==> src/hdl/pwm_regs.svh <==
// Purpose: Register offsets, field positions and reset values
// Assumes: APB byte addresses, one aligned 32-bit word per register
// Notes: Timer registers repeat per timer at 0x010 + index * 0x10
`ifndef PWM_REGS_SVH
`define PWM_REGS_SVH

// ----------------------------------------------------------------------
// Register offsets
// ----------------------------------------------------------------------
`define OFS_PWM_CONTROL 12'h000
`define OFS_TIMER_SELECTION 12'h004
`define OFS_DUTY_LOW 12'h008
`define OFS_ACTIVE_DUTY 12'h00c
`define OFS_PIN_PORT 12'h040
`define TMR_SUB_PERIOD 2'h0
`define TMR_SUB_CONTROL 2'h1
`define TMR_SUB_COUNT 2'h2
`define NUM_TIMERS 3

// ----------------------------------------------------------------------
// Fields and encodings
// ----------------------------------------------------------------------
`define MODE_PWM_TOP 2'h3
`define PRESC_1 2'h0
`define PRESC_4 2'h1
`define PHASE_LAST 2'h3
`define PRESC_LAST 4'hf
`define PIN_DIR_BIT 0
`define PIN_DATA_BIT 1

// ----------------------------------------------------------------------
// Reset values
// ----------------------------------------------------------------------
`define RST_BYTE 8'h00
`define RST_PERIOD 8'hff
`define RST_PIN_PORT 2'h1

`endif

==> src/hdl/pwm_pkg.sv <==
// Purpose: Shared types of the pulse-width modulator
// Assumes: Constants live in pwm_regs.svh
// Notes: Types only
package pwm_pkg;
    typedef logic [7:0] byte_t;
    typedef logic [9:0] base_t;
    typedef logic [1:0] presc_t;
endpackage : pwm_pkg

==> src/hdl/period_timer.sv <==
// Purpose: One 8-bit period timer with prescaler and 10-bit time base
// Assumes: run_in is already synchronised to mclk_in
// Notes: Counts once per four clocks times the prescale ratio
`timescale 1ns/1ps
`include "pwm_regs.svh"

module period_timer (
    // Clock and reset
    input wire logic mclk_in,
    input wire logic rst_b_in,
    // Control
    input wire logic run_in,
    input wire logic on_in,
    input wire pwm_pkg::presc_t prescale_in,
    input wire pwm_pkg::byte_t period_in,
    // Software write of the count
    input wire logic count_we_in,
    input wire pwm_pkg::byte_t count_wdata_in,
    // Status
    output pwm_pkg::byte_t count_out,
    output pwm_pkg::base_t time_base_out,
    output logic roll_out,
    output logic advance_out
);

    logic [1:0] phase_reg;
    logic [3:0] presc_reg;
    pwm_pkg::byte_t count_reg;
    logic tick;
    logic step;

    // Prescaler terminal count for the chosen ratio
    function automatic logic presc_done(input logic [3:0] p,
                                        input pwm_pkg::presc_t sel);
        case (sel)
            `PRESC_1: presc_done = 1'b1;
            `PRESC_4: presc_done = (p[1:0] == `PHASE_LAST);
            default: presc_done = (p == `PRESC_LAST);
        endcase
    endfunction : presc_done

    // Frozen while asleep or switched off
    assign tick = run_in & on_in;
    assign step = tick & (phase_reg == `PHASE_LAST) &
                  presc_done(presc_reg, prescale_in);
    assign roll_out = step & (count_reg == period_in);
    assign count_out = count_reg;

    // Low bits of the time base follow the prescale ratio
    always_comb begin
        case (prescale_in)
            `PRESC_1: time_base_out = {count_reg, phase_reg};
            `PRESC_4: time_base_out = {count_reg, presc_reg[1:0]};
            default: time_base_out = {count_reg, presc_reg[3:2]};
        endcase
    end

    // High when the time base moves on at the next edge
    always_comb begin
        case (prescale_in)
            `PRESC_1: advance_out = tick;
            `PRESC_4: advance_out = tick & (phase_reg == `PHASE_LAST);
            default: advance_out = tick & (phase_reg == `PHASE_LAST) &
                                   (presc_reg[1:0] == `PHASE_LAST);
        endcase
    end

    // System clock phase, four per timer clock
    always_ff @(posedge mclk_in or negedge rst_b_in) begin
        if (!rst_b_in) begin
            phase_reg <= 2'h0;
        end else if (count_we_in) begin
            phase_reg <= 2'h0;
        end else if (tick) begin
            phase_reg <= phase_reg + 2'h1;
        end
    end

    // Prescaler
    always_ff @(posedge mclk_in or negedge rst_b_in) begin
        if (!rst_b_in) begin
            presc_reg <= 4'h0;
        end else if (count_we_in) begin
            presc_reg <= 4'h0;
        end else if (tick && phase_reg == `PHASE_LAST) begin
            presc_reg <= presc_reg + 4'h1;
        end
    end

    // Timer count, cleared on the increment after the period match
    always_ff @(posedge mclk_in or negedge rst_b_in) begin
        if (!rst_b_in) begin
            count_reg <= `RST_BYTE;
        end else if (count_we_in) begin
            count_reg <= count_wdata_in;
        end else if (step) begin
            count_reg <= roll_out ? 8'h00 : count_reg + 8'h01;
        end
    end

    AST_STEP_PHASE: assert property (@(posedge mclk_in)
        disable iff (!rst_b_in)
        step |=> !step [*3])
        else $error("timer stepped sooner than four clocks");

endmodule : period_timer

==> src/hdl/pwm_generator.sv <==
//----------------------------------------------------------------------
// Purpose: Standard single-output pulse-width modulator with APB slave
// Assumes: 100 MHz mclk_in; sleep_in comes from outside the clock domain
// Notes: Zero-wait APB slave; unmapped addresses answer pslverr
//----------------------------------------------------------------------
// Overview of operation
// - Period comes from one of three timers chosen by a 2-bit select
// - Period is (period value + 1) times 4 clocks times prescale
// - After count equals period, timer clears and duty is latched
// - Pin goes high at rollover unless the duty value is zero
// - The timer postscaler has no effect on the output
// - Duty is 10 bits: duty-low register high, control bits 5:4 low
// - Duty fields write any time; new value applies at rollover
// - Active duty register is read-only while modulating
// - High time is duty times one clock times prescale
// - Duty is double buffered by active register and hidden latch
// - Time base is count plus clock phase or prescaler bits
// - Pin goes low when time base equals the latched duty
// - Resolution is log2 of 4 times (period + 1), ten bits at most
// - A pulse longer than the period leaves the pin unchanged
// - In sleep the timer and state hold, pin keeps its level
// - Reset makes the pin an input and registers their defaults
// - Output frequency scales directly with the system clock
// - Control register zero returns the pin to port use
//----------------------------------------------------------------------
`timescale 1ns/1ps
`include "pwm_regs.svh"

module pwm_generator (
    // Clock and reset
    input wire logic mclk_in,
    input wire logic rst_b_in,
    // APB slave
    input wire logic psel_in,
    input wire logic penable_in,
    input wire logic pwrite_in,
    input wire logic [11:0] paddr_in,
    input wire logic [31:0] pwdata_in,
    output logic [31:0] prdata_out,
    output logic pready_out,
    output logic pslverr_out,
    // Power state
    input wire logic sleep_in,
    // Output pin
    output logic pwm_output_pin_out,
    output logic pwm_output_pin_oe_b_out
);

    //------------------------------------------------------------------
    // Declarations
    //------------------------------------------------------------------
    pwm_pkg::byte_t pwm_control_reg;
    logic [1:0] timer_selection_reg;
    pwm_pkg::byte_t duty_low_reg;
    pwm_pkg::byte_t active_duty_reg;
    logic [1:0] fraction_latch_reg;
    logic [1:0] pin_port_reg;
    pwm_pkg::byte_t period_value_reg [`NUM_TIMERS];
    logic [6:0] timer_control_reg [`NUM_TIMERS];
    logic out_reg;
    logic [31:0] prdata_reg;
    logic sleep_meta_reg;
    logic sleep_sync_reg;

    pwm_pkg::byte_t tmr_count [`NUM_TIMERS];
    pwm_pkg::base_t tmr_base [`NUM_TIMERS];
    logic [`NUM_TIMERS-1:0] tmr_roll;
    logic [`NUM_TIMERS-1:0] tmr_count_we;
    logic [`NUM_TIMERS-1:0] tmr_adv;
    pwm_pkg::base_t next_base;

    logic setup;
    logic wr_en;
    logic addr_ok;
    logic [31:0] rdata_next;
    logic tmr_hit;
    logic [1:0] tmr_idx;
    logic [1:0] sel;
    logic pwm_on;
    logic run;
    logic roll;
    logic match;
    pwm_pkg::byte_t sel_count;
    pwm_pkg::base_t sel_base;
    pwm_pkg::base_t buffered;
    pwm_pkg::base_t active_full;

    //------------------------------------------------------------------
    // Address decode
    //------------------------------------------------------------------
    // Timer block index from the address, 0 when not a timer address
    function automatic logic [1:0] timer_index(input logic [11:0] a);
        if (a[11:6] == 6'h00 && a[5:4] != 2'h0) begin
            timer_index = a[5:4] - 2'h1;
        end else begin
            timer_index = 2'h0;
        end
    endfunction : timer_index

    // True when the address lands in a timer block
    function automatic logic timer_hit(input logic [11:0] a);
        timer_hit = a[11:6] == 6'h00 && a[5:4] != 2'h0 &&
                    a[3:2] != 2'h3 && a[1:0] == 2'h0;
    endfunction : timer_hit

    assign setup = psel_in & ~penable_in;
    assign wr_en = psel_in & penable_in & pwrite_in & addr_ok;
    assign tmr_hit = timer_hit(paddr_in);
    assign tmr_idx = timer_index(paddr_in);

    // Read mux and address check
    always_comb begin
        rdata_next = 32'h0;
        addr_ok = 1'b1;
        if (tmr_hit) begin
            case (paddr_in[3:2])
                `TMR_SUB_PERIOD: rdata_next[7:0] =
                    period_value_reg[tmr_idx];
                `TMR_SUB_CONTROL: rdata_next[6:0] =
                    timer_control_reg[tmr_idx];
                default: rdata_next[7:0] = tmr_count[tmr_idx];
            endcase
        end else begin
            case (paddr_in)
                `OFS_PWM_CONTROL: rdata_next[5:0] = pwm_control_reg[5:0];
                `OFS_TIMER_SELECTION: rdata_next[1:0] =
                    timer_selection_reg;
                `OFS_DUTY_LOW: rdata_next[7:0] = duty_low_reg;
                `OFS_ACTIVE_DUTY: rdata_next[7:0] = active_duty_reg;
                `OFS_PIN_PORT: rdata_next[1:0] = pin_port_reg;
                default: addr_ok = 1'b0;
            endcase
        end
    end

    // Zero-wait answer; error flagged in the access phase
    assign pready_out = 1'b1;
    assign pslverr_out = psel_in & penable_in & ~addr_ok;
    assign prdata_out = prdata_reg;

    // Read data captured in the setup phase
    always_ff @(posedge mclk_in or negedge rst_b_in) begin
        if (!rst_b_in) begin
            prdata_reg <= 32'h0;
        end else if (setup && !pwrite_in) begin
            prdata_reg <= rdata_next;
        end
    end

    //------------------------------------------------------------------
    // Software registers
    //------------------------------------------------------------------
    // Control, timer selection, duty low and pin port
    always_ff @(posedge mclk_in or negedge rst_b_in) begin
        if (!rst_b_in) begin
            pwm_control_reg <= `RST_BYTE;
            timer_selection_reg <= 2'h0;
            duty_low_reg <= `RST_BYTE;
            pin_port_reg <= `RST_PIN_PORT;
        end else if (wr_en && !tmr_hit) begin
            case (paddr_in)
                `OFS_PWM_CONTROL: pwm_control_reg <=
                    {2'h0, pwdata_in[5:0]};
                `OFS_TIMER_SELECTION: timer_selection_reg <=
                    pwdata_in[1:0];
                `OFS_DUTY_LOW: duty_low_reg <= pwdata_in[7:0];
                `OFS_PIN_PORT: pin_port_reg <= pwdata_in[1:0];
                default: pin_port_reg <= pin_port_reg;
            endcase
        end
    end

    // Per-timer period and control registers
    always_ff @(posedge mclk_in or negedge rst_b_in) begin
        if (!rst_b_in) begin
            for (int i = 0; i < `NUM_TIMERS; i++) begin
                period_value_reg[i] <= `RST_PERIOD;
                timer_control_reg[i] <= 7'h00;
            end
        end else if (wr_en && tmr_hit) begin
            if (paddr_in[3:2] == `TMR_SUB_PERIOD) begin
                period_value_reg[tmr_idx] <= pwdata_in[7:0];
            end else if (paddr_in[3:2] == `TMR_SUB_CONTROL) begin
                timer_control_reg[tmr_idx] <= pwdata_in[6:0];
            end
        end
    end

    // Count write strobes, one per timer
    always_comb begin
        tmr_count_we = '0;
        if (wr_en && tmr_hit && paddr_in[3:2] == `TMR_SUB_COUNT) begin
            tmr_count_we[tmr_idx] = 1'b1;
        end
    end

    //------------------------------------------------------------------
    // Sleep synchroniser
    //------------------------------------------------------------------
    // Two flip-flops before any logic sees the sleep request
    always_ff @(posedge mclk_in or negedge rst_b_in) begin
        if (!rst_b_in) begin
            sleep_meta_reg <= 1'b0;
            sleep_sync_reg <= 1'b0;
        end else begin
            sleep_meta_reg <= sleep_in;
            sleep_sync_reg <= sleep_meta_reg;
        end
    end

    assign run = ~sleep_sync_reg;

    //------------------------------------------------------------------
    // Period timers
    //------------------------------------------------------------------
    // Postscale bits are stored only; the timers never use them
    for (genvar g = 0; g < `NUM_TIMERS; g++) begin : g_tmr
        period_timer u_timer (
            .mclk_in(mclk_in),
            .rst_b_in(rst_b_in),
            .run_in(run),
            .on_in(timer_control_reg[g][2]),
            .prescale_in(timer_control_reg[g][1:0]),
            .period_in(period_value_reg[g]),
            .count_we_in(tmr_count_we[g]),
            .count_wdata_in(pwdata_in[7:0]),
            .count_out(tmr_count[g]),
            .time_base_out(tmr_base[g]),
            .roll_out(tmr_roll[g]),
            .advance_out(tmr_adv[g])
        );
    end

    //------------------------------------------------------------------
    // Modulator
    //------------------------------------------------------------------
    // Selector value 3 falls back to the first timer
    assign sel = (timer_selection_reg == 2'h3) ? 2'h0 :
                 timer_selection_reg;
    assign sel_count = tmr_count[sel];
    assign sel_base = tmr_base[sel];
    assign pwm_on = pwm_control_reg[3:2] == `MODE_PWM_TOP;
    assign roll = pwm_on & tmr_roll[sel];
    assign buffered = {duty_low_reg, pwm_control_reg[5:4]};
    assign active_full = {active_duty_reg, fraction_latch_reg};
    // Clear on the edge at which the time base reaches the duty value,
    // so the high time is exactly duty steps long
    assign next_base = sel_base + 10'h001;
    // No match when the pulse outlasts the period, so the pin holds
    assign match = pwm_on & run & ~roll & tmr_adv[sel] &
                   (next_base == active_full);

    // Active duty and hidden latch loaded at rollover
    always_ff @(posedge mclk_in or negedge rst_b_in) begin
        if (!rst_b_in) begin
            active_duty_reg <= `RST_BYTE;
            fraction_latch_reg <= 2'h0;
        end else if (roll) begin
            active_duty_reg <= duty_low_reg;
            fraction_latch_reg <= pwm_control_reg[5:4];
        end else if (wr_en && !pwm_on && paddr_in == `OFS_ACTIVE_DUTY) begin
            active_duty_reg <= pwdata_in[7:0];
        end
    end

    // Output level: set at rollover, cleared at the duty match
    always_ff @(posedge mclk_in or negedge rst_b_in) begin
        if (!rst_b_in) begin
            out_reg <= 1'b0;
        end else if (!pwm_on) begin
            out_reg <= 1'b0;
        end else if (roll) begin
            out_reg <= buffered != 10'h000;
        end else if (match) begin
            out_reg <= 1'b0;
        end
    end

    // Pin driven from the modulator or from the port latch
    assign pwm_output_pin_out = (pwm_control_reg == 8'h00) ?
        pin_port_reg[`PIN_DATA_BIT] : out_reg;
    assign pwm_output_pin_oe_b_out = pin_port_reg[`PIN_DIR_BIT];

    //------------------------------------------------------------------
    // Assertions
    //------------------------------------------------------------------
    AST_ROLL_CLEARS: assert property (@(posedge mclk_in)
        disable iff (!rst_b_in)
        roll && !wr_en |=> sel_count == 8'h00)
        else $error("timer not cleared after period match");

    AST_DUTY_LATCHED: assert property (@(posedge mclk_in)
        disable iff (!rst_b_in)
        roll |=> active_full == $past(buffered))
        else $error("duty not latched at rollover");

    AST_SET_HIGH: assert property (@(posedge mclk_in)
        disable iff (!rst_b_in)
        roll && buffered != 10'h000 |=> out_reg)
        else $error("output not set at rollover");

    AST_ZERO_LOW: assert property (@(posedge mclk_in)
        disable iff (!rst_b_in)
        roll && buffered == 10'h000 |=> !out_reg)
        else $error("output set with zero duty");

    AST_MATCH_LOW: assert property (@(posedge mclk_in)
        disable iff (!rst_b_in)
        match |=> !out_reg [*1] ##1 (out_reg -> $past(roll)))
        else $error("output not cleared at duty match");

    AST_ACTIVE_RO: assert property (@(posedge mclk_in)
        disable iff (!rst_b_in)
        pwm_on && !roll && wr_en && paddr_in == `OFS_ACTIVE_DUTY
        |=> $stable(active_duty_reg))
        else $error("active duty written while modulating");

    AST_SLEEP_HOLD: assert property (@(posedge mclk_in)
        disable iff (!rst_b_in)
        sleep_sync_reg && !wr_en && $past(sleep_sync_reg)
        |=> $stable(sel_count) && $stable(out_reg))
        else $error("state moved during sleep");

    AST_RELEASE: assert property (@(posedge mclk_in)
        disable iff (!rst_b_in)
        pwm_control_reg == 8'h00
        |-> pwm_output_pin_out == pin_port_reg[1])
        else $error("pin not returned to port use");

    AST_HIGH_ONE: assert property (@(posedge mclk_in)
        disable iff (!rst_b_in)
        roll && run && buffered == 10'h001 && sel_base[1:0] == 2'h3 &&
        timer_control_reg[sel][1:0] == `PRESC_1
        |=> out_reg ##1 !out_reg)
        else $error("one-step pulse not one clock wide");

    AST_MODE_OFF: assert property (@(posedge mclk_in)
        disable iff (!rst_b_in)
        !pwm_on |=> !out_reg)
        else $error("output high outside modulator mode");

    COV_ROLL_HIGH: cover property (@(posedge mclk_in)
        disable iff (!rst_b_in) roll && buffered != 10'h000);
    COV_MATCH: cover property (@(posedge mclk_in)
        disable iff (!rst_b_in) match && out_reg);
    COV_SLEEP: cover property (@(posedge mclk_in)
        disable iff (!rst_b_in) sleep_sync_reg && pwm_on && out_reg);
    COV_FULL: cover property (@(posedge mclk_in)
        disable iff (!rst_b_in) roll && out_reg);

endmodule : pwm_generator

==> config.mk <==
export PLATFORM = sky130hd
export DESIGN_NAME = pwm_generator
export DESIGN_NICKNAME = d
export VERILOG_FILES = /design/src/hdl/pwm_pkg.sv /design/src/hdl/period_timer.sv /design/src/hdl/pwm_generator.sv
export VERILOG_INCLUDE_DIRS = /design/src /design/src/hdl
export SDC_FILE = /design/constraint.sdc
export NUM_CORES = 1
export LEC_CHECK = 0
export ABC_AREA = 1
export BUFFER_PORTS_ARGS = -buffer_cell sky130_fd_sc_hd__buf_2
export CAP_MARGIN = 30
export CELL_PAD_IN_SITES_DETAIL_PLACEMENT = 1
export CELL_PAD_IN_SITES_GLOBAL_PLACEMENT = 2
export CORE_MARGIN = 3
export CORE_UTILIZATION = 34
export DETAILED_ROUTE_END_ITERATION = 12
export MAX_ROUTING_LAYER = met4
export PLACE_DENSITY_LB_ADDON = 0.2
export SETUP_SLACK_MARGIN = 0.5
export SYNTH_ARGS = -nofsm -noshare
export SYNTH_HDL_FRONTEND = slang
export SYNTH_SLANG_ARGS = --single-unit
==> constraint.sdc <==
create_clock -name mclk_in -period 2.4 [get_ports mclk_in]
set_input_delay 0.36 -clock mclk_in [delete_from_list [all_inputs] [get_ports mclk_in]]
set_output_delay 0.36 -clock mclk_in [all_outputs]
set_load 0.03 [all_outputs]
==> impl_metrics.toml <==
[run_status]
status = "finished clean"

[layout]
fin_nets = 1297
area_growth_pct = 32.3
drive_gt1_share_pct = 29.3
final_area_mm2 = 0.0106
stdcell_count = 1562
n_antenna_cell = 0

[place]
finalWeightedCongestion = 0.856
dp_hpwl_mm = 22.3
io_buffers = 36
place_inst = 1488
dp_slack_ps = -10.7
placedInstanceArea_mm2 = 0.00910

[drt]
detail_route.first_pass.iterations = 7
routed_wirelength_mm = 30.9
routedWlPerCell_um = 19.8
num_vias = 7886
post-route-drc-count = 0
ant_nets = 0
viasPerCell = 5.05
drtIter0Drc = 476

[sta]
worst_pin_slew_ps = 671
slew_headroom_pct = 55.2
holdWs_ps = 53.0
rsz0062_at_grt = "true"
fin_worst_skew_ps = 8.45
setup_violations = 0
fin_crit_ps = 2310
maxSlewViolCount = 0
setup_ws_ps = 89.2
finalHoldViolCount = 0
fin_crit_sh_pct = 96.3
max_freq_mhz = 433

[setup_path]
startpoint_type = "flip-flop"
critPathArrivalTime_ps = 2620
required_ps = 2710
worst_setup_path_end_kind = "flip-flop"
critPathKind = "reg -> reg"
path_max_fanout = 4

[grt]
antenna_found_initial = 0
grt_pass1_wl_mm = 47.1
overflow = 0
grt_max_degree = 52
track_usage_pct = 24.6
grt_pass1_vias = 8031

[die]
io_pins = 86
row_count = 55
core_mm2 = 0.0229
die_h_um = 159
start_util_pct = 34.9
die_area_mm2 = 0.0254
dieWidth_um = 159

[clocking]
clk_latency_ps = 430
cts_max_level = 4
path_clk_slew_ps = 60
root_buffer = "clkbuf_16"
clockBufferDepth = 2
cts_tree = "done"
cts_buffers = 17
cts_sinks = 126

[synthesis]
async_flop_share_pct = 100
ys_warn_count = 0
yosysUniqueCellTypes = 46
synth_top_cell_area_share_pct = 31.6
ys.flop_type = "dfrtp_1"
avgSynthCellArea_um2 = 7.37
ys_seq_area_share_pct = 39.8
synth.most_common_cell = "nand2_1"
syn_inst = 1087
synth_area_mm2 = 0.00801
synthTopCellsByArea = "dfrtp_1 32%, nand2_1 14%, dfstp_2 8.2%"
netlist_top_cells_count = "300 x nand2_1, 115 x inv_1, 101 x dfrtp_1, 95 x o21ai_0"
synth_edf_count = 0
synth_top_area_cell = "dfrtp_1"
ys_seq_elements = 126

[power_and_ir_drop]
cellPowerDensity_mw_per_mm2 = 517
p_leak_nw = 4.95
finalPower_mw = 5.48
vdd_drop_max_uv = 401

[flow_run]
drv_cap = 0

[min_path]
hold_path_class = "in -> reg"
==> layout make-up <==
type                    count  area (um^2)
fillers                  2848        12300
inverters                 120          454
clock buffers              20          457
well taps                 313          392
multi-input cells         810         4620
repair buffers            161         1290
flip-flops and latches    126         3190
clock inverters            12          184
==> cell families after synthesis <==
family                     after synthesis  share of synthesized area, %
AOI/OAI and AO/OA                      160                          12.0
and+or+nand+nor                        563                          31.2
DFF                                    126                          39.8
other                                    2                        0.0938
buffers and inverters                  174                          9.64
adders and majority gates               11                          1.72
xor gates and xnor gates                51                          5.58
==> cells in the final DEF (no fill, tap or decap), types with 7 or more instances in the layout <==
cell,instances
nand2_1,270
inv_1,102
buf_4,102
dfrtp_1,94
o21ai_0,78
nand3_1,74
nor2_1,70
xor2_1,39
buf_2,32
nand2_2,29
conb_1,25
dfstp_2,25
o221ai_1,21
nor2_2,19
nand3_2,19
clkbuf_16,19
buf_6,19
inv_2,17
nor2_4,14
nand3b_1,14
o21ai_1,13
nor3_1,13
xnor2_1,12
o211ai_1,9
nand4_1,9
nand2_4,7
ha_1,7
dfrtp_2,7
==> routing by layer <==
| layer | vias to the layer above | GRT usage [%] | wire, um |
|---|---|---|---|
| met3 | 42 | 4.03 | 1180 |
| met5 | - | - | 0 |
| met1 | 3895 | 32.4 | 14200 |
| met2 | 148 | 38.7 | 14800 |
| met4 | 0 | 7.92 | 725 |
| li1 | 3801 | - | - |
==> critical path, cell delays in order, from the launching register on <==
cell and delay (ps):
dfrtp_1 420, inv_1 110, o211ai_1 240, nand2_1 110, nand2_2 110, inv_2 50, ha_4 220, a21oi_2 110
o21ai_1 70, nor2_1 90, nand2_1 80, nor2_2 90, nand2_1 60, nor2_1 80, nand2_1 70, nor2_2 100
nand2_1 60, nand2_1 60, nand2_1 50
==> final timing paths <==
path / startpoint / to / slack [ps] / cells after the start
max: timer_control_reg[1]$_DFFE_PN0P_ / out_reg$_DFFE_PN0P_ / 90 / 18
min in group asynchronous: rst_b_in / g_tmr[2].u_timer.presc_reg[0]$_DFFE_PN0P_ / 390 / 2
max reg2reg: timer_control_reg[1]$_DFFE_PN0P_ / out_reg$_DFFE_PN0P_ / 90 / 18
min reg2reg: sleep_meta_reg$_DFF_PN0_ / sleep_sync_reg$_DFF_PN0_ / 390 / 0
max in group asynchronous: rst_b_in / period_value_reg[14]$_DFFE_PN1P_ / 1280 / 3
min: sleep_in / sleep_meta_reg$_DFF_PN0_ / 50 / 1
==> report_power, final <==
group | switching, mW | total (mW) | internal [mW]
registers | 0.0201 | 2.17 | 2.15
clock network | 1.09 | 2.90 | 1.80
logic | 0.296 | 0.414 | 0.117
==> metrics by stage <==
step	TNS [ps]	util, %
after floorplan	0	-
after global placement	0	39.7
after detailed placement	-10.7	39.7
after CTS	0	44.0
after global routing	-122	46.2
final	0	46.2
==> timing repair <==
item | CTS | global route
resized for setup | 41 | 120
endpoints found under the setup margin | 24 | 50
cloned | 0 | 3
pin swaps | 27 | 48
hold buffers | 1 | 0
endpoints found under the hold margin | 30 | 0
buffers inserted | 25 | 13
(Power assumes the default switching activity.)
